## src/ttsr_pkg.sv

```systemverilog
// Shared constants and decoders for the interval timer two and serial shifter.
// Assumes a single system clock and an external register select of four bits.
package ttsr_pkg;

  // Register offsets on the register select lines
  localparam logic [3:0] TTSR_T2_LO_OFF  = 4'h8;
  localparam logic [3:0] TTSR_T2_HI_OFF  = 4'h9;
  localparam logic [3:0] TTSR_SHIFT_OFF  = 4'ha;

  // Values after reset, and the value timer two wraps to
  localparam logic [7:0]  TTSR_SHIFT_RST = 8'h00;
  localparam logic [7:0]  TTSR_LATCH_RST = 8'h00;
  localparam logic [15:0] TTSR_COUNT_RST = 16'h0000;
  localparam logic [15:0] TTSR_T2_WRAP   = 16'hffff;
  localparam logic [7:0]  TTSR_READ_NONE = 8'h00;

  // Bit counter: eight shifts per transfer
  localparam logic [2:0] TTSR_LAST_BIT  = 3'h7;
  localparam logic [2:0] TTSR_FIRST_BIT = 3'h0;

  // Shift modes from the three auxiliary control bits
  typedef enum logic [2:0] {
    TTSR_SM_OFF     = 3'h0,
    TTSR_SM_IN_T2   = 3'h1,
    TTSR_SM_IN_SYS  = 3'h2,
    TTSR_SM_IN_EXT  = 3'h3,
    TTSR_SM_OUT_FR  = 3'h4,
    TTSR_SM_OUT_T2  = 3'h5,
    TTSR_SM_OUT_SYS = 3'h6,
    TTSR_SM_OUT_EXT = 3'h7
  } ttsr_mode_e;

  // Shifter sequencer states, Gray coded along idle, wait, run
  typedef enum logic [1:0] {
    TTSR_ST_IDLE = 2'b00,
    TTSR_ST_WAIT = 2'b01,
    TTSR_ST_RUN  = 2'b11
  } ttsr_state_e;

  // Mode shifts data out on the data line
  function automatic logic ttsr_is_out(input logic [2:0] m);
    ttsr_is_out = m[2];
  endfunction

  // Mode takes its shift clock from the clock line
  function automatic logic ttsr_is_ext(input logic [2:0] m);
    ttsr_is_ext = (m[1:0] == 2'b11);
  endfunction

  // Mode paced by the timer two low latch
  function automatic logic ttsr_is_t2(input logic [2:0] m);
    ttsr_is_t2 = (m == TTSR_SM_IN_T2) || (m == TTSR_SM_OUT_FR) || (m == TTSR_SM_OUT_T2);
  endfunction

endpackage

```

## src/ttsr_timer.sv

```systemverilog
// Interval timer two: low latch, 16-bit down counter and its time-out flag.
// Assumes one-cycle write and read strobes already decoded by the parent.
`timescale 1ns/10ps
`default_nettype none
module ttsr_timer (
  input  wire logic        clk_sys,
  input  wire logic        rstn,
  input  wire logic        pulse_mode,
  input  wire logic        pulse_count_input,
  input  wire logic        wr_lo,
  input  wire logic        wr_hi,
  input  wire logic        rd_lo,
  input  wire logic [7:0]  wdata,
  output logic      [7:0]  latch_lo,
  output logic      [15:0] count,
  output logic             timer_two_flag
);

  logic armed_reg;
  logic pulse_prev_reg;
  logic dec;
  logic hit;

  // One decrement per cycle, or per falling pulse sampled low at the edge
  assign dec = pulse_mode ? (pulse_prev_reg & ~pulse_count_input) : 1'b1;
  assign hit = dec && (count == 16'h0001) && armed_reg && !wr_hi;

  // Low latch is loaded alone
  always_ff @(posedge clk_sys or negedge rstn) begin
    if (!rstn) begin
      latch_lo <= ttsr_pkg::TTSR_LATCH_RST;
    end else if (wr_lo) begin
      latch_lo <= wdata;
    end
  end

  // Counter: high write loads both halves, time-out wraps and keeps going
  always_ff @(posedge clk_sys or negedge rstn) begin
    if (!rstn) begin
      count          <= ttsr_pkg::TTSR_COUNT_RST;
      pulse_prev_reg <= 1'b1;
    end else begin
      pulse_prev_reg <= pulse_count_input;
      if (wr_hi) begin
        count <= {wdata, latch_lo};
      end else if (dec) begin
        count <= count - 16'h0001;
      end
    end
  end

  // Flag logic armed by a high write, disarmed by the first zero count
  always_ff @(posedge clk_sys or negedge rstn) begin
    if (!rstn) begin
      armed_reg      <= 1'b0;
      timer_two_flag <= 1'b0;
    end else begin
      if (wr_hi) begin
        armed_reg <= 1'b1;
      end else if (hit) begin
        armed_reg <= 1'b0;
      end
      if (hit) begin
        timer_two_flag <= 1'b1;
      end else if (wr_hi || rd_lo) begin
        timer_two_flag <= 1'b0;
      end
    end
  end
endmodule
`default_nettype wire

```

## src/ttsr_buf.sv

```systemverilog
// Two-entry buffer with valid and ready on both sides for received bytes.
// Assumes the source holds its data while valid is high and ready is low.
`timescale 1ns/10ps
`default_nettype none
module ttsr_buf (
  input  wire logic       clk_sys,
  input  wire logic       rstn,
  input  wire logic       in_valid,
  output logic            in_ready,
  input  wire logic [7:0] in_data,
  output logic            out_valid,
  input  wire logic       out_ready,
  output logic      [7:0] out_data
);

  logic       spare_v_reg;
  logic [7:0] spare_reg;
  logic       push;
  logic       pop;

  assign push     = in_valid & ~spare_v_reg;
  assign pop      = out_valid & out_ready;
  assign in_ready = ~spare_v_reg; // Full when the spare slot is taken

  // Head entry feeds the output, spare entry catches a word during a stall
  always_ff @(posedge clk_sys or negedge rstn) begin
    if (!rstn) begin
      out_valid   <= 1'b0;
      out_data    <= 8'h00;
      spare_v_reg <= 1'b0;
      spare_reg   <= 8'h00;
    end else if (spare_v_reg) begin
      if (pop) begin
        out_data    <= spare_reg;
        spare_v_reg <= 1'b0;
      end
    end else if (push) begin
      if (!out_valid || pop) begin
        out_data  <= in_data;
        out_valid <= 1'b1;
      end else begin
        spare_reg   <= in_data;
        spare_v_reg <= 1'b1;
      end
    end else if (pop) begin
      out_valid <= 1'b0;
    end
  end

endmodule
`default_nettype wire

```

## src/ttsr_top.sv

```systemverilog
// Interval timer two and the 8-bit serial shifter it can pace.
// Assumes one-cycle bus strobes synchronous to clk_sys; flags and enables
// of other sources, and the peripheral control bits, come from outside.
`timescale 1ns/10ps
`default_nettype none
module ttsr_top (
  input  wire logic       clk_sys,
  input  wire logic       rstn,
  input  wire logic       chip_sel,
  input  wire logic       bus_strobe,
  input  wire logic       read_not_write,
  input  wire logic [3:0] reg_sel,
  input  wire logic [7:0] d_in,
  output logic      [7:0] d_out,
  output logic            d_oe,
  input  wire logic [2:0] shift_mode,
  input  wire logic       t2_pulse_mode,
  input  wire logic       pulse_count_input,
  input  wire logic       pcr_clock_level,
  input  wire logic       pcr_clock_oe,
  input  wire logic       pcr_data_level,
  input  wire logic       pcr_data_oe,
  input  wire logic       shift_clock_line_in,
  output logic            shift_clock_line_out,
  output logic            shift_clock_line_oe,
  input  wire logic       shift_data_line_in,
  output logic            shift_data_line_out,
  output logic            shift_data_line_oe,
  input  wire logic       timer_irq_en,
  input  wire logic       shift_irq_en,
  output logic            timer_two_flag,
  output logic            shift_done_flag,
  output logic            interrupt_request_n,
  output logic      [7:0] rx_data,
  output logic            rx_valid,
  input  wire logic       rx_ready
);

  ttsr_pkg::ttsr_state_e state_reg;
  ttsr_pkg::ttsr_state_e state_next;
  logic [7:0]  serial_shift_data_reg;
  logic [2:0]  bit_cnt_reg;
  logic [7:0]  rate_cnt_reg;
  logic        clk_int_reg;
  logic        data_int_reg;
  logic        ext_prev_reg;
  logic        capt_pend_reg;
  logic [7:0]  latch_lo;
  logic [15:0] t2_count;
  logic        t2_flag;
  logic        buf_ready;
  logic        is_out;
  logic        is_ext;
  logic        is_off;
  logic        access;
  logic        wr_acc;
  logic        rd_acc;
  logic        sr_acc;
  logic        running;
  logic        tick;
  logic        rise_evt;
  logic        fall_evt;
  logic        cnt_evt;
  logic        done_evt;
  logic        stop_evt;
  logic [7:0]  rx_byte;

  // Register decode on the documented select lines
  assign access = chip_sel & bus_strobe;
  assign wr_acc = access & ~read_not_write;
  assign rd_acc = access & read_not_write;
  assign sr_acc = access & (reg_sel == ttsr_pkg::TTSR_SHIFT_OFF);

  // Mode decoding
  assign is_out  = ttsr_pkg::ttsr_is_out(shift_mode);
  assign is_ext  = ttsr_pkg::ttsr_is_ext(shift_mode);
  assign is_off  = (shift_mode == ttsr_pkg::TTSR_SM_OFF);
  assign running = (state_reg == ttsr_pkg::TTSR_ST_RUN);

  ttsr_timer u_timer (
    .clk_sys           (clk_sys),
    .rstn              (rstn),
    .pulse_mode        (t2_pulse_mode),
    .pulse_count_input (pulse_count_input),
    .wr_lo             (wr_acc && reg_sel == ttsr_pkg::TTSR_T2_LO_OFF),
    .wr_hi             (wr_acc && reg_sel == ttsr_pkg::TTSR_T2_HI_OFF),
    .rd_lo             (rd_acc && reg_sel == ttsr_pkg::TTSR_T2_LO_OFF),
    .wdata             (d_in),
    .latch_lo          (latch_lo),
    .count             (t2_count),
    .timer_two_flag    (t2_flag)
  );

  // Internal pacing: every cycle, or each time the low-latch count runs out
  assign tick = running && (!ttsr_pkg::ttsr_is_t2(shift_mode)
                            || rate_cnt_reg == 8'h00);

  // Shift clock edges: internal toggle or the sampled external line
  always_comb begin
    if (is_ext) begin
      rise_evt = shift_clock_line_in & ~ext_prev_reg;
      fall_evt = ~shift_clock_line_in & ext_prev_reg;
    end else begin
      rise_evt = tick & ~clk_int_reg;
      fall_evt = tick & clk_int_reg;
    end
  end

  // Output modes count at the rising edge, input modes at capture
  assign cnt_evt  = is_off ? 1'b0 : (is_out ? rise_evt : capt_pend_reg);
  assign done_evt = cnt_evt && bit_cnt_reg == ttsr_pkg::TTSR_LAST_BIT
                    && shift_mode != ttsr_pkg::TTSR_SM_OUT_FR;
  assign stop_evt = done_evt && !is_ext;
  assign rx_byte  = {serial_shift_data_reg[6:0], shift_data_line_in};

  // Sequencer: access requests a transfer, input modes wait for buffer room
  always_comb begin
    state_next = state_reg;
    case (state_reg)
      ttsr_pkg::TTSR_ST_IDLE: begin
        if (sr_acc && !is_off && !is_ext) begin
          state_next = ttsr_pkg::TTSR_ST_WAIT;
        end
      end
      ttsr_pkg::TTSR_ST_WAIT: begin
        if (is_off || is_ext) begin
          state_next = ttsr_pkg::TTSR_ST_IDLE;
        end else if (is_out || buf_ready) begin
          state_next = ttsr_pkg::TTSR_ST_RUN;
        end
      end
      ttsr_pkg::TTSR_ST_RUN: begin
        if (is_off || is_ext) begin
          state_next = ttsr_pkg::TTSR_ST_IDLE;
        end else if (sr_acc) begin
          state_next = ttsr_pkg::TTSR_ST_WAIT;
        end else if (stop_evt) begin
          state_next = ttsr_pkg::TTSR_ST_IDLE;
        end
      end
      default: state_next = ttsr_pkg::TTSR_ST_IDLE;
    endcase
  end

  always_ff @(posedge clk_sys or negedge rstn) begin
    if (!rstn) begin
      state_reg <= ttsr_pkg::TTSR_ST_IDLE;
    end else begin
      state_reg <= state_next;
    end
  end

  // Rate counter reloads from the low timer latch
  always_ff @(posedge clk_sys or negedge rstn) begin
    if (!rstn) begin
      rate_cnt_reg <= ttsr_pkg::TTSR_LATCH_RST;
    end else if (!running || rate_cnt_reg == 8'h00) begin
      rate_cnt_reg <= latch_lo;
    end else begin
      rate_cnt_reg <= rate_cnt_reg - 8'h01;
    end
  end

  // Internal shift clock idles high and toggles on each tick, except a fall that coincides with an input-mode stop
  always_ff @(posedge clk_sys or negedge rstn) begin
    if (!rstn) begin
      clk_int_reg  <= 1'b1;
      ext_prev_reg <= 1'b1;
    end else begin
      ext_prev_reg <= shift_clock_line_in;
      if (!running) begin
        clk_int_reg <= 1'b1;
      end else if (tick && !(fall_evt && stop_evt)) begin // No ninth fall at input stop
        clk_int_reg <= ~clk_int_reg;
      end
    end
  end

  // Capture waits one cycle after the rising clock edge
  always_ff @(posedge clk_sys or negedge rstn) begin
    if (!rstn) begin
      capt_pend_reg <= 1'b0;
    end else begin
      capt_pend_reg <= rise_evt && !is_out && !is_off;
    end
  end

  // Shift data: host write wins, else rotate out or shift in
  always_ff @(posedge clk_sys or negedge rstn) begin
    if (!rstn) begin
      serial_shift_data_reg <= ttsr_pkg::TTSR_SHIFT_RST;
      data_int_reg          <= 1'b1;
    end else if (sr_acc && wr_acc) begin
      serial_shift_data_reg <= d_in;
    end else if (is_out && fall_evt) begin
      data_int_reg          <= serial_shift_data_reg[7];
      serial_shift_data_reg <= {serial_shift_data_reg[6:0],
                                serial_shift_data_reg[7]};
    end else if (!is_out && capt_pend_reg) begin
      serial_shift_data_reg <= rx_byte;
    end
  end

  // Modulo-8 bit counter, restarted by any shift register access
  always_ff @(posedge clk_sys or negedge rstn) begin
    if (!rstn) begin
      bit_cnt_reg <= ttsr_pkg::TTSR_FIRST_BIT;
    end else if (sr_acc || is_off) begin
      bit_cnt_reg <= ttsr_pkg::TTSR_FIRST_BIT;
    end else if (cnt_evt) begin
      bit_cnt_reg <= bit_cnt_reg + 3'h1;
    end
  end

  // Done flag: set wins over the access clear, held low when disabled
  always_ff @(posedge clk_sys or negedge rstn) begin
    if (!rstn) begin
      shift_done_flag <= 1'b0;
    end else if (is_off) begin
      shift_done_flag <= 1'b0;
    end else if (done_evt) begin
      shift_done_flag <= 1'b1;
    end else if (sr_acc) begin
      shift_done_flag <= 1'b0;
    end
  end

  ttsr_buf u_buf (
    .clk_sys   (clk_sys),
    .rstn      (rstn),
    .in_valid  (done_evt && !is_out),
    .in_ready  (buf_ready),
    .in_data   (rx_byte),
    .out_valid (rx_valid),
    .out_ready (rx_ready),
    .out_data  (rx_data)
  );

  // Line drivers: peripheral control when disabled, shifter otherwise
  always_ff @(posedge clk_sys or negedge rstn) begin
    if (!rstn) begin
      shift_clock_line_out <= 1'b1;
      shift_clock_line_oe  <= 1'b0;
      shift_data_line_out  <= 1'b1;
      shift_data_line_oe   <= 1'b0;
    end else if (is_off) begin
      shift_clock_line_out <= pcr_clock_level;
      shift_clock_line_oe  <= pcr_clock_oe;
      shift_data_line_out  <= pcr_data_level;
      shift_data_line_oe   <= pcr_data_oe;
    end else begin
      shift_clock_line_out <= clk_int_reg;
      shift_clock_line_oe  <= !is_ext;
      shift_data_line_out  <= data_int_reg;
      shift_data_line_oe   <= is_out;
    end
  end

  // Flag and request outputs
  always_ff @(posedge clk_sys or negedge rstn) begin
    if (!rstn) begin
      timer_two_flag      <= 1'b0;
      interrupt_request_n <= 1'b1;
    end else begin
      timer_two_flag      <= t2_flag;
      interrupt_request_n <= !((t2_flag && timer_irq_en)
                               || (shift_done_flag && shift_irq_en));
    end
  end

  // Read data answered in the cycle after the strobe
  always_ff @(posedge clk_sys or negedge rstn) begin
    if (!rstn) begin
      d_out <= ttsr_pkg::TTSR_READ_NONE;
      d_oe  <= 1'b0;
    end else begin
      d_oe <= rd_acc;
      if (rd_acc) begin
        case (reg_sel)
          ttsr_pkg::TTSR_T2_LO_OFF: d_out <= t2_count[7:0];
          ttsr_pkg::TTSR_T2_HI_OFF: d_out <= t2_count[15:8];
          ttsr_pkg::TTSR_SHIFT_OFF: d_out <= serial_shift_data_reg;
          default:                  d_out <= ttsr_pkg::TTSR_READ_NONE;
        endcase
      end
    end
  end
endmodule
`default_nettype wire

```

## config.mk

```make
export PLATFORM = sky130hd
export DESIGN_NAME = ttsr_top
export DESIGN_NICKNAME = d
export VERILOG_FILES = /design/src/ttsr_pkg.sv /design/src/ttsr_timer.sv /design/src/ttsr_buf.sv /design/src/ttsr_top.sv
export SDC_FILE = /design/constraint.sdc
export NUM_CORES = 1
export LEC_CHECK = 0
export ABC_CLOCK_PERIOD_IN_PS = 2300
export BUFFER_PORTS_ARGS = -buffer_cell sky130_fd_sc_hd__buf_2
export CORE_MARGIN = 2
export CORE_UTILIZATION = 55
export CTS_CLUSTER_DIAMETER = 60
export CTS_CLUSTER_SIZE = 25
export DETAILED_ROUTE_END_ITERATION = 16
export GPL_TIMING_DRIVEN = 0
export PLACE_DENSITY_LB_ADDON = 0.2
export SLEW_MARGIN = 40
export SYNTH_ARGS = -nofsm -noshare
export SYNTH_HDL_FRONTEND = slang
export SYNTH_SLANG_ARGS = --single-unit
```

## constraint.sdc

```tcl
create_clock -name clk_sys -period 2.3 [get_ports clk_sys]
set_clock_uncertainty 0.05 [all_clocks]
set_input_delay 0.69 -clock clk_sys [delete_from_list [all_inputs] [get_ports clk_sys]]
set_output_delay 0.69 -clock clk_sys [all_outputs]
set_load 0.01 [all_outputs]
```

# After elaboration in Yosys (flattened, before gate mapping)
# Index checks and enable logic that the tools add are counted.
op_classes:
  n_bitwise: 19
  n_eq_ne: 18
  n_mux: 45
  n_reduce_logical: 58
  addsub: 3
ops:
  columns: ["op", "n"]
  rows:
  - ["8-bit 2-to-1 mux", 8]
  - ["16-bit 2-to-1 mux", 2]
  - ["1-bit 2-to-1 mux", 25]
  - ["8-bit one-hot mux with 3 select lines", 1]
  - ["1-bit logical AND", 22]
  - ["16-bit by 1-bit equality test with 1-bit output, second input constant", 1]
  - ["16-bit by 1-bit subtractor with 16-bit output, second input constant", 1]
  - ["2-bit nonzero test", 7]
  - ["4-bit equality test, second input constant", 3]
  - ["2-bit 2-to-1 mux", 6]
  - ["3-bit AND reduction", 4]
  - ["1-bit AND", 11]
  - ["1-bit logical OR", 10]
  - ["3-bit equality test, second input constant", 3]
  - ["1-bit zero test", 9]
  - ["8-bit zero test", 1]
  - ["1-bit inverter", 8]
  - ["8-bit by 1-bit subtractor with 8-bit output, second input constant", 1]
  - ["3-bit 2-to-1 mux", 2]
  - ["2-bit inequality test, second input constant", 3]
  - ["3-bit inequality test, second input constant", 2]
  - ["2-bit one-hot mux with 3 select lines", 1]
  - ["3-bit nonzero test", 2]
  - ["2-bit equality test, second input constant", 2]
  - ["8 further kinds", 8]
totals:
  word_cells: 169
  out_inout_bits: 25
  regBits: 86

# Longest topological paths before layout
# Gate-level depths: netlist (run 1).
logic_depth:
  depth_word: 18
  mapped_depth: 7
  ltp_nobuf: 6

# Cells and area by module
# From an unflattened synthesis (run 1), not the netlist that was laid out.
hier_totals:
  cells_unflattened: 411
  area_unflattened_um2: 4503.1
by_module_without_submodules:
  columns: ["module", "instances", "cells_per_inst", "area_per_inst_um2", "seq_area_each_um2"]
  rows:
  - ["ttsr_top", 1, 227, 2280.9, 1033.5]
  - ["ttsr_timer", 1, 131, 1408.9, 676.9]
  - ["ttsr_buf", 1, 53, 813.3, 450.4]

# Worst setup path before layout (run 1)
# No wires, ideal clock.
synth_path:
  path_type: "input to register"
  from: "input port shift_mode[2]"
  to: "register serial_shift_data_reg[1]"
  path_stages: 5
  setup_slack_ns: 0.060
  arrival_ns: 2.066
  t_required_ns: 2.125
  setup_time_ns: 0.125
  path_cell_list: "clkbuf_1 -> nor2_1 -> o32a_4 -> nor3b_4 -> mux2_2"
synth_via:
  elab_chain_len: 11
  elab_cells_between_ends: 16
  cone_classes: "eq/ne: 3; mux: 3; bitwise: 1; reduce/logical: 9"
synth_lines:
  columns: ["element", "line_no", "text"]
  rows:
  - ["from (decl)", "ttsr_top.sv:16", "input wire logic [2:0] shift_mode,"]
  - ["3-bit by 1-bit equality test with 1-bit output / 3-bit equality test (equally long branches)", "ttsr_pkg.sv:52", "ttsr_is_t2 = (m == TTSR_SM_IN_T2) || (m == TTSR_SM_OUT_FR) || (m == TTSR_SM_OUT_T2);"]
  - ["1-bit logical OR (2 in a row)", "ttsr_pkg.sv:52", null]
  - ["1-bit zero test", "ttsr_top.sv:95", "assign tick = running && (!ttsr_pkg::ttsr_is_t2(shift_mode)"]
  - ["1-bit logical OR", "ttsr_top.sv:96", "|| rate_cnt_reg == 8'h00);"]
  - ["1-bit logical AND", "ttsr_top.sv:95", null]
  - ["1-bit AND", "ttsr_top.sv:105", "fall_evt = tick & clk_int_reg;"]
  - ["1-bit 2-to-1 mux", "ttsr_top.sv:100", "if (is_ext) begin"]
  - ["1-bit logical AND", "ttsr_top.sv:195", "end else if (is_out && fall_evt) begin"]
  - ["8-bit 2-to-1 mux", "ttsr_top.sv:195", null]
  - ["8-bit 2-to-1 mux", "ttsr_top.sv:193", "end else if (sr_acc && wr_acc) begin"]
  - ["to (signal assigned)", "ttsr_top.sv:194", "serial_shift_data_reg <= d_in;"]
  - ["to (signal assigned)", "ttsr_top.sv:197", "serial_shift_data_reg <= {serial_shift_data_reg[6:0],"]
  - ["to (signal assigned)", "ttsr_top.sv:200", "serial_shift_data_reg <= rx_byte;"]
  - ["to (decl)", "ttsr_top.sv:41", "logic [7:0] serial_shift_data_reg;"]
# Several ways; a longest one is shown, not always the timed one.
# A chain may end at the register's enable or synchronous reset.

# Worst setup path in the final report (run 1)
layout_path:
  from: "register rate_cnt_reg[0]"
  to: "register serial_shift_data_reg[6]"
layout_via:
  elab_chain_len: 8
  elab_cells_between_ends: 9
  cone_classes: "mux: 3; bitwise: 1; reduce/logical: 5"
layout_lines:
  columns: ["element", "line_no", "text"]
  rows:
  - ["from (decl)", "ttsr_top.sv:43", "logic [7:0] rate_cnt_reg;"]
  - ["from (signal assigned)", "ttsr_top.sv:156", "rate_cnt_reg <= ttsr_pkg::TTSR_LATCH_RST;"]
  - ["from (signal assigned)", "ttsr_top.sv:158", "rate_cnt_reg <= latch_lo;"]
  - ["from (signal assigned)", "ttsr_top.sv:160", "rate_cnt_reg <= rate_cnt_reg - 8'h01;"]
  - ["8-bit zero test *", "ttsr_top.sv:96", null]
  - ["1-bit logical OR *", "ttsr_top.sv:96", null]
  - ["1-bit logical AND *", "ttsr_top.sv:95", null]
  - ["1-bit AND *", "ttsr_top.sv:105", null]
  - ["1-bit 2-to-1 mux *", "ttsr_top.sv:100", null]
  - ["1-bit logical AND *", "ttsr_top.sv:195", null]
  - ["8-bit 2-to-1 mux", "ttsr_top.sv:195", null]
  - ["8-bit 2-to-1 mux", "ttsr_top.sv:193", null]
# Every way passes the cells marked *; elsewhere a longest branch is shown, timed or not.

==> metrics.cfg, run 1 <==
[cells_and_area]
synthToLayoutAreaGrowth_pct = 14.8
fin_nets = 492
largest_reg_flops = 16
utilization_pct = 64.0
largest-register = u_timer.count
postLayoutCellArea_um2 = 4870
drive_gt1_share_pct = 30.9
diodes = 0

[setup_path]
startpoint_type = register
cp.required_ps = 2510
critPathMaxFanout = 8
reg2reg_setup_slack_ps = 130
timing.rr.start = rate_cnt_reg[0]
worstSetupPathType = reg -> reg
cp_data_arrival_time_ps = 2380
r2r_cells = 7
r2r-end = serial_shift_data_reg[6]
end_kind = register

[yosys]
synthCells = 388
synth_fp_nets = 425
syn_area_um2 = 4240
yosysSeqAreaShare_pct = 50.9
async_flop_share_pct = 100
ys_warn_count = 0
ys.flop_type = dfrtp_1
synth_edf_count = 0
syn_avg_cell_area_um2 = 10.9
ys_ff_latch = 86
synth_cell_types = 53

[floorplan]
row_count = 32
io_pins = 56
start_util_pct = 55.8
dieArea_um2 = 8430
die_h_um = 91.8
fp.dieW_um = 91.8
core_area_um2 = 7610

[drt]
drc_errors = 0
route.detailed.wl_per_inst_um = 16.0
routed_wl_um = 8980
vias = 3033
drtIter0Drc = 121
antenna_left = 0
via_per_inst = 5.40
firstDrtPassIters = 4

[outcome]
status = completed

[clock_tree]
clock_latency_ps = 370
clockBufferDepth = 2
numCtsBuffers = 9
tritoncts = built
cts_root_buf = clkbuf_8
cts_sinks = 86
cts_resized = 0
cts.clk_slew.worst_paths_ps = 90
htree_levels = 3

[power_and_ir_drop]
switching_share_pct = 34.1
clkPwrFrac_pct = 23.9
powerDensity_nw_per_um2 = 861
fin_total_pwr_uw = 4190
combPwrFrac_pct = 25.1
p_leak_uw = 0.00234
p_seq_share_pct = 51.0
internal_power_uw = 2760
power_switching_uw = 1430
max-vdd-ir-drop_mv = 0.375

[sta]
setup_viol = 0
timing.final.crit_share_pct = 94.5
worst_slew_pin_slew_ps = 698
rsz0062_at_grt = no
fmax_ghz = 0.460
hold_violations = 0
maxSlewViolCount = 0
finalCriticalPeriod_ps = 2170
max_slew_margin_pct = 53.5

[place]
port_buffers = 53
place_area_um2 = 4670
dp_hpwl_um = 6690
place.gp.congestion = 0.843

[global_routing]
grt_pass1_wl_um = 15200
grt_max_degree = 57
antenna_found_initial = 0
grt.total_usage_pct = 23.0
grt_overflow = 0
grt_pass1_vias = 3112

[run]
cap_violations = 0

[hold_path]
hp-class = in -> async

[power by group through the flow]
stage                     Combinational, µW  Clock [µW]  Sequential, µW
final                                  1050        1000            2140
after global routing                   1190        1070            2180
after CTS                              1060        1030            2140
after detailed placement               1050           0            2160
after global placement                 1010           0            2150
after floorplan                         791           0            2080
[through the flow]
stage | hold WS [ps] | setup TNS, ps | setup slack [ps] | cells
finish | 135 | 0 | 126 | 562
global route | 159 | 0 | 16.7 | 562
CTS | 140 | 0 | 52.5 | 560
detailed placement | 355 | -3860 | -215 | 544
global placement | 341 | -23840 | -269 | 543
floorplan | 324 | 0 | 59.6 | 388
[cells in the final DEF (no fill, tap or decap), drive strengths merged, types with 2 or more instances in the layout]
cell	count
dfrtp	79
buf	57
mux2	44
nor2	42
nand2	39
a21oi	27
clkbuf	20
xor2	15
o21ai	14
inv	14
mux2i	12
nor3	10
a22o	9
xnor2	7
nand3	7
dfstp	7
ha	6
nand4b	4
nor2b	4
and2	3
nand2b	3
or2	3
clkinv	3
nor3b	3
nand3b	2
a211oi	2
or3	2
nand4	2
nor4	2
o311ai	2
[layer usage]
layer	global-route usage, %	part of all wire (%)	vias to the layer above	routed length, µm
met2	36.9	47	68	4210
met3	2.63	4.9	12	436
met4	9.83	1.6	0	145
met1	31.9	47	1451	4190
li1	-	-	1502	-
met5	0	0	-	0
[critical path: stages, from the launching register on]
cell and delay, ps:
dfrtp_1 390, inv_1 90, ha_1 200, and4b_4 230, o32a_4 390, nor3b_4 180, buf_4 190, mux2_2 340
[area by class of cell]
cell class                 instances  area [µm²]
clock buffer                       9         124
timing repair buffer              56         314
tap                              102         128
clock inverter                     7        56.3
inverter                          11        41.3
buffer                            12        46.3
sequential                        86        2160
multi-input combinational        279        2000
fill                             629        2740
[kinds of logic after synthesis]
kind of cell               synth area share, %
AOI/OAI and AO/OA                         11.1
xor gates and xnor gates                  4.54
and+or+nand+nor                           15.1
buffers and inverters                     2.06
muxes                                     14.5
adders and majority gates                 1.77
DFF                                       50.9
[how the worst max path moves through the flow]
stage,startpoint,endpoint,slack [ps],cells after the start
after floorplan,shift_mode[2],serial_shift_data_reg[1],60,5
after detailed placement,reg_sel[2],serial_shift_data_reg[4],-220,7
after global placement,rstn,u_buf.spare_reg[5],-270,1
after global routing,reg_sel[2],serial_shift_data_reg[1],20,7
after CTS,rate_cnt_reg[0],serial_shift_data_reg[6],50,6
final,rate_cnt_reg[0],serial_shift_data_reg[6],130,7
[Yosys cell counts, drive strengths merged (3+ instances only)]
master	number	area share, %
nor2b	4	0.59
mux2	44	12
nand2	39	3.5
and2	3	0.44
ha	6	1.8
dfstp	7	4.3
nor2	42	3.8
clkbuf	11	0.97
o21ai	14	1.7
xnor2	7	1.4
xor2	15	3.1
nor3	10	1.3
nor3b	3	0.91
nand2b	3	0.44
nand4b	4	0.83
or2	3	0.44
nand3	7	0.83
mux2i	12	2.8
dfrtp	79	47
a21oi	27	3.2
inv	11	0.97
a22o	9	1.9
[repair_timing]
item | 4_1_cts | 5_1_grt
setup buffers | 0 | 2
hold endpoints to repair | 0 | 0
hold buffers | 0 | 0
endpoints found under the setup margin | 0 | 6
Power figures use the tool's default switching activity.
==> run 2, diff against run 1 <==
Settings changed: CORE_UTILIZATION 55 to 40.
==> run 2 against run 1 <==
Final area is 1.5% higher. Global-route usage is 5.5 points lower. Sequential share of layout area is 0.67 points lower. Via count is 1.1% higher. Sequential power hardly changed. Fmax is 0.11% lower. Wire length is 2.2% higher. Clock-buffer cell count is 3 higher. Highest routed layer unchanged.
==> metrics.cfg, run 2 (synthesis gave the netlist of run 1 again) <==
[outcome]
status = completed

[sta]
max_slew_margin_pct = 53.8
whs_ps = 187
rsz0062_at_grt = no
timing.final.crit_share_pct = 94.6
finalCriticalPeriod_ps = 2180
fmax_ghz = 0.460
postLayoutSetupSlackWorst_ps = 124
worst_slew_pin_slew_ps = 694
setup_viol = 0
maxSlewViolCount = 0
hold_violations = 0

[floorplan]
io_pins = 56
die_h_um = 107
row_count = 37
start_util_pct = 41.1
core_area_um2 = 10300
dieArea_um2 = 11400
fp.dieW_um = 107

[clock_tree]
cts_sinks = 86
numCtsBuffers = 9
htree_levels = 3
tritoncts = built
clock_latency_ps = 360
cts_root_buf = clkbuf_8
clockBufferDepth = 2
cts.clk_slew.worst_paths_ps = 80

[cells_and_area]
final_common_cell = dfrtp_1
synthToLayoutAreaGrowth_pct = 16.5
largest-register = u_timer.count
postLayoutCellArea_um2 = 4940
fillers = 975
fin_nets = 491
utilization_pct = 47.9
diodes = 0
drive_gt1_share_pct = 30.6
largest_reg_flops = 16
layout_common_cells = dfrtp_1, buf_2, mux2_2, nor2_1, nand2_1

[setup_path]
cp_cell_sequence = buf_2 -> nand2b_1 -> nor3b_1 -> nand2_1 -> clkbuf_1 -> mux2_2 -> mux2_2
path_delay_family = simple AND/OR/NAND/NOR gates
critPathBufInv = 2
startpoint_type = primary input
critical-path-slowest-cell = nor3b_1
cp_data_arrival_time_ps = 2370
cp.required_ps = 2490
worstSetupPathType = in -> reg
path_common_cell = mux2_2
crit_path_max_incr_delay_ps = 340
end_kind = register
critPathMaxFanout = 10

[run]
cap_violations = 0

[drt]
via_per_inst = 5.16
routed_wl_um = 9170
route.detailed.wl_per_inst_um = 15.4
drc_errors = 0
vias = 3066
antenna_left = 0
firstDrtPassIters = 7
drtIter0Drc = 149

[hold_path]
hp-class = in -> async

[place]
dp_hpwl_um = 6910
port_buffers = 53
place_area_um2 = 4710
pre_cts_ws_ps = -198
place.gp.congestion = 0.844

[global_routing]
grt_max_degree = 48
antenna_found_initial = 0
grt_overflow = 0
grt_pass1_wl_um = 15400
grt.total_usage_pct = 17.5
grt_pass1_vias = 3030

[power_and_ir_drop]
max-vdd-ir-drop_mv = 0.295
powerDensity_nw_per_um2 = 872
fin_total_pwr_uw = 4310
p_leak_uw = 0.00235

-- run 2: cell count changes in the layout (fill, tap and decap cells not counted) --
cell | before | now
buf_12 | 0 | 1
clkbuf_8 | 9 | 12
buf_4 | 2 | 0
inv_6 | 3 | 0
clkinv_4 | 2 | 0
bufinv_16 | 0 | 1
-- run 2: per-stage QoR --
| stage | cells | setup TNS [ps] |
|---|---|---|
| 2_1_floorplan | 388 | 0 |
| 3_3_place_gp | 577 | -24400 |
| 3_5_place_dp | 578 | -4630 |
| 4_1_cts | 593 | 0 |
| 5_1_grt | 594 | 0 |
| 6_report | 594 | 0 |
-- run 2: area by class of cell --
type / instances / area [µm²] / area share (%)
multi-input combinational: 279 / 2000 / 40.4
tap: 136 / 170 / 3.44
clock buffer: 12 / 165 / 3.34
inverter: 11 / 41.3 / 0.835
sequential: 86 / 2160 / 43.7
timing repair buffer: 55 / 319 / 6.45
clock inverter: 3 / 42.5 / 0.861
buffer: 12 / 46.3 / 0.936
-- run 2: per-layer routing --
metal / vias up / GRT usage, % / part of all wire [%]
li1: 1502 / - / -
met1: 1494 / 24.5 / 50
met2: 59 / 26.9 / 45
met3: 11 / 2.86 / 3.5
met4: 0 / 7.24 / 1.7
met5: - / 0 / 0
-- run 2: power breakdown --
part           total, µW  switching, µW  leakage, µW  internal [µW]
registers           2160            342      0.00111           1820
clock network       1110            524     0.000104            583
logic               1050            508      0.00113            540
-- run 2: timing repair --
action | CTS | global route
endpoints found under the setup margin | 0 | 6
hold buffers | 0 | 0
gates resized for setup | 0 | 0
setup buffers | 0 | 1
-- run 2: worst paths after layout --
| check | start | endpoint | slack [ps] | cells past startpoint |
|---|---|---|---|---|
| worst max-delay path | reg_sel[2] | serial_shift_data_reg[1] | 120 | 7 |
| worst min-delay path | rstn | shift_clock_line_oe | 190 | 1 |
| worst max register to register | rate_cnt_reg[0] | serial_shift_data_reg[1] | 160 | 7 |
| worst min register to register | u_timer.timer_two_flag | timer_two_flag | 360 | 0 |
| max in group asynchronous | rstn | data_int_reg | 1410 | 2 |
| min in group clk_sys | u_timer.timer_two_flag | timer_two_flag | 360 | 0 |
==> run 3, diff against run 2 <==
Settings changed: BUFFER_PORTS_ARGS -buffer_cell sky130_fd_sc_hd__buf_2 to -buffer_cell sky130_fd_sc_hd__buf_4, CORE_ASPECT_RATIO set to 2.
==> run 3 against run 2 <==
Sequential share of layout area decreased by 1.9 points. Combinational power about the same. Global-route usage up 1.7 points. Register-to-register slack got worse by 30 ps. Critical endpoint is now state_reg[0]. Clock power is 32% higher.
==> metrics.cfg, run 3 (synthesis gave the netlist of run 1 again) <==
[global_routing]
antenna_found_initial = 0
grt.total_usage_pct = 19.1
grt_pass1_vias = 3328
grt_max_degree = 87
grt_overflow = 0
grt_pass1_wl_um = 16800

[sta]
finalCriticalPeriod_ps = 2200
fmax_ghz = 0.454
hold_violations = 0
max_slew_margin_pct = 51.5
worst_slew_pin_slew_ps = 726
whs_ps = 340
timing.final.crit_share_pct = 95.8
setup_viol = 0
maxSlewViolCount = 0

[clock_tree]
cts_root_buf = clkbuf_16
cts_sinks = 86
numCtsBuffers = 9
clock_latency_ps = 330
htree_levels = 3
tritoncts = built
clockBufferDepth = 2
ctsHoldBuffers = 0
cts.clk_slew.worst_paths_ps = 60

[floorplan]
die_h_um = 150
core_area_um2 = 10400
fp.dieW_um = 76.8
dieArea_um2 = 11500
row_count = 53
start_util_pct = 40.7
io_pins = 56

[drt]
wl_met2_um = 5720
top_layer_used = met4
drtIter0Drc = 177
drc_errors = 0
wl_met3_um = 356
antenna_left = 0
firstDrtPassIters = 4
vias = 3115
wl_met1_um = 3860
route.detailed.wl_per_inst_um = 17.1
via_per_inst = 5.23
routed_wl_um = 10200

[setup_path]
timing.rr.start = rate_cnt_reg[0]
critPathMaxFanout = 9
end_kind = register
cp_cell_sequence = buf_2 -> and2_1 -> o311ai_0 -> o311ai_4 -> nor3b_2 -> buf_4 -> a311oi_1
critPathBufInv = 2
cp_data_arrival_time_ps = 2360
critPathCapture = state_reg[0]
r2r-end = serial_shift_data_reg[3]
cp-startpoint = shift_mode[1]
crit_path_max_incr_delay_ps = 550
path_delay_family = compound AO/OA/AOI/OAI gates
reg2reg_setup_slack_ps = 130
r2r_cells = 7
cp.required_ps = 2450
startpoint_type = primary input
worstSetupPathType = in -> reg
cp.depth = 7
critical-path-slowest-cell = o311ai_0

[power_and_ir_drop]
powerDensity_nw_per_um2 = 913
max-vdd-ir-drop_mv = 0.481
fin_total_pwr_uw = 4720
p_leak_uw = 0.00242

[cells_and_area]
final_common_cell = dfrtp_1
drive_gt1_share_pct = 30.5
fin_nets = 491
largest_reg_flops = 16
postLayoutCellArea_um2 = 5170
largest-register = u_timer.count
layout_common_cells = dfrtp_1, buf_4, mux2_2, nor2_1, nand2_1
synthToLayoutAreaGrowth_pct = 21.8
diodes = 0

[place]
place_area_um2 = 4820
dp_hpwl_um = 7540
place.gp.congestion = 0.873
port_buffers = 53

[hold_path]
hp-class = in -> async

[outcome]
status = completed

[run]
cap_violations = 0

==> run 3: stage by stage <==
stage	worst slack [ps]	util (%)	TNS [ps]	instances
after floorplan	59.6	-	0	388
after global placement	-366	46.2	-7320	578
after detailed placement	-254	46.3	-5090	578
after CTS	29.4	49.2	0	594
after global routing	-23.7	49.6	-58.7	596
final	96.3	49.6	0	596
==> run 3: worst min-delay path by stage <==
stage / from / to / slack, ps / cells past startpoint
after floorplan: u_timer.timer_two_flag / timer_two_flag / 320 / 0
after global placement: u_timer.timer_two_flag / timer_two_flag / 360 / 0
after detailed placement: u_timer.timer_two_flag / timer_two_flag / 370 / 0
after CTS: u_timer.timer_two_flag / timer_two_flag / 380 / 0
after global routing: rstn / bit_cnt_reg[0] / 390 / 1
final: rstn / bit_cnt_reg[0] / 340 / 1
==> run 3: where the power goes <==
group	total [µW]	switching (µW)	internal, µW
logic	1080	515	562
clock network	1470	573	900
registers	2170	352	1820
total	4720	1440	3280
==> run 3: metal layers <==
metal  track usage (%)  vias up
met3              3.86       15
met4              9.55        0
met5                 0        -
met2              35.0       72
met1              20.6     1534
li1                  -     1494
==> run 3: cell type report <==
type                            count  area, µm²
Fill cell                         993       5240
Sequential cell                    86       2160
Multi-Input combinational cell    279       2010
Timing Repair Buffer               55        432
Clock buffer                       13        260
Tap cell                          137        171
Buffer                             12       46.3
Clock inverter                      3       42.5
Inverter                           11       41.3
==> run 3: timing repair <==
item,in CTS,in global routing
endpoints found under the hold margin,0,0
gates resized for setup,0,2
setup endpoints to repair,0,9
setup buffers,0,2
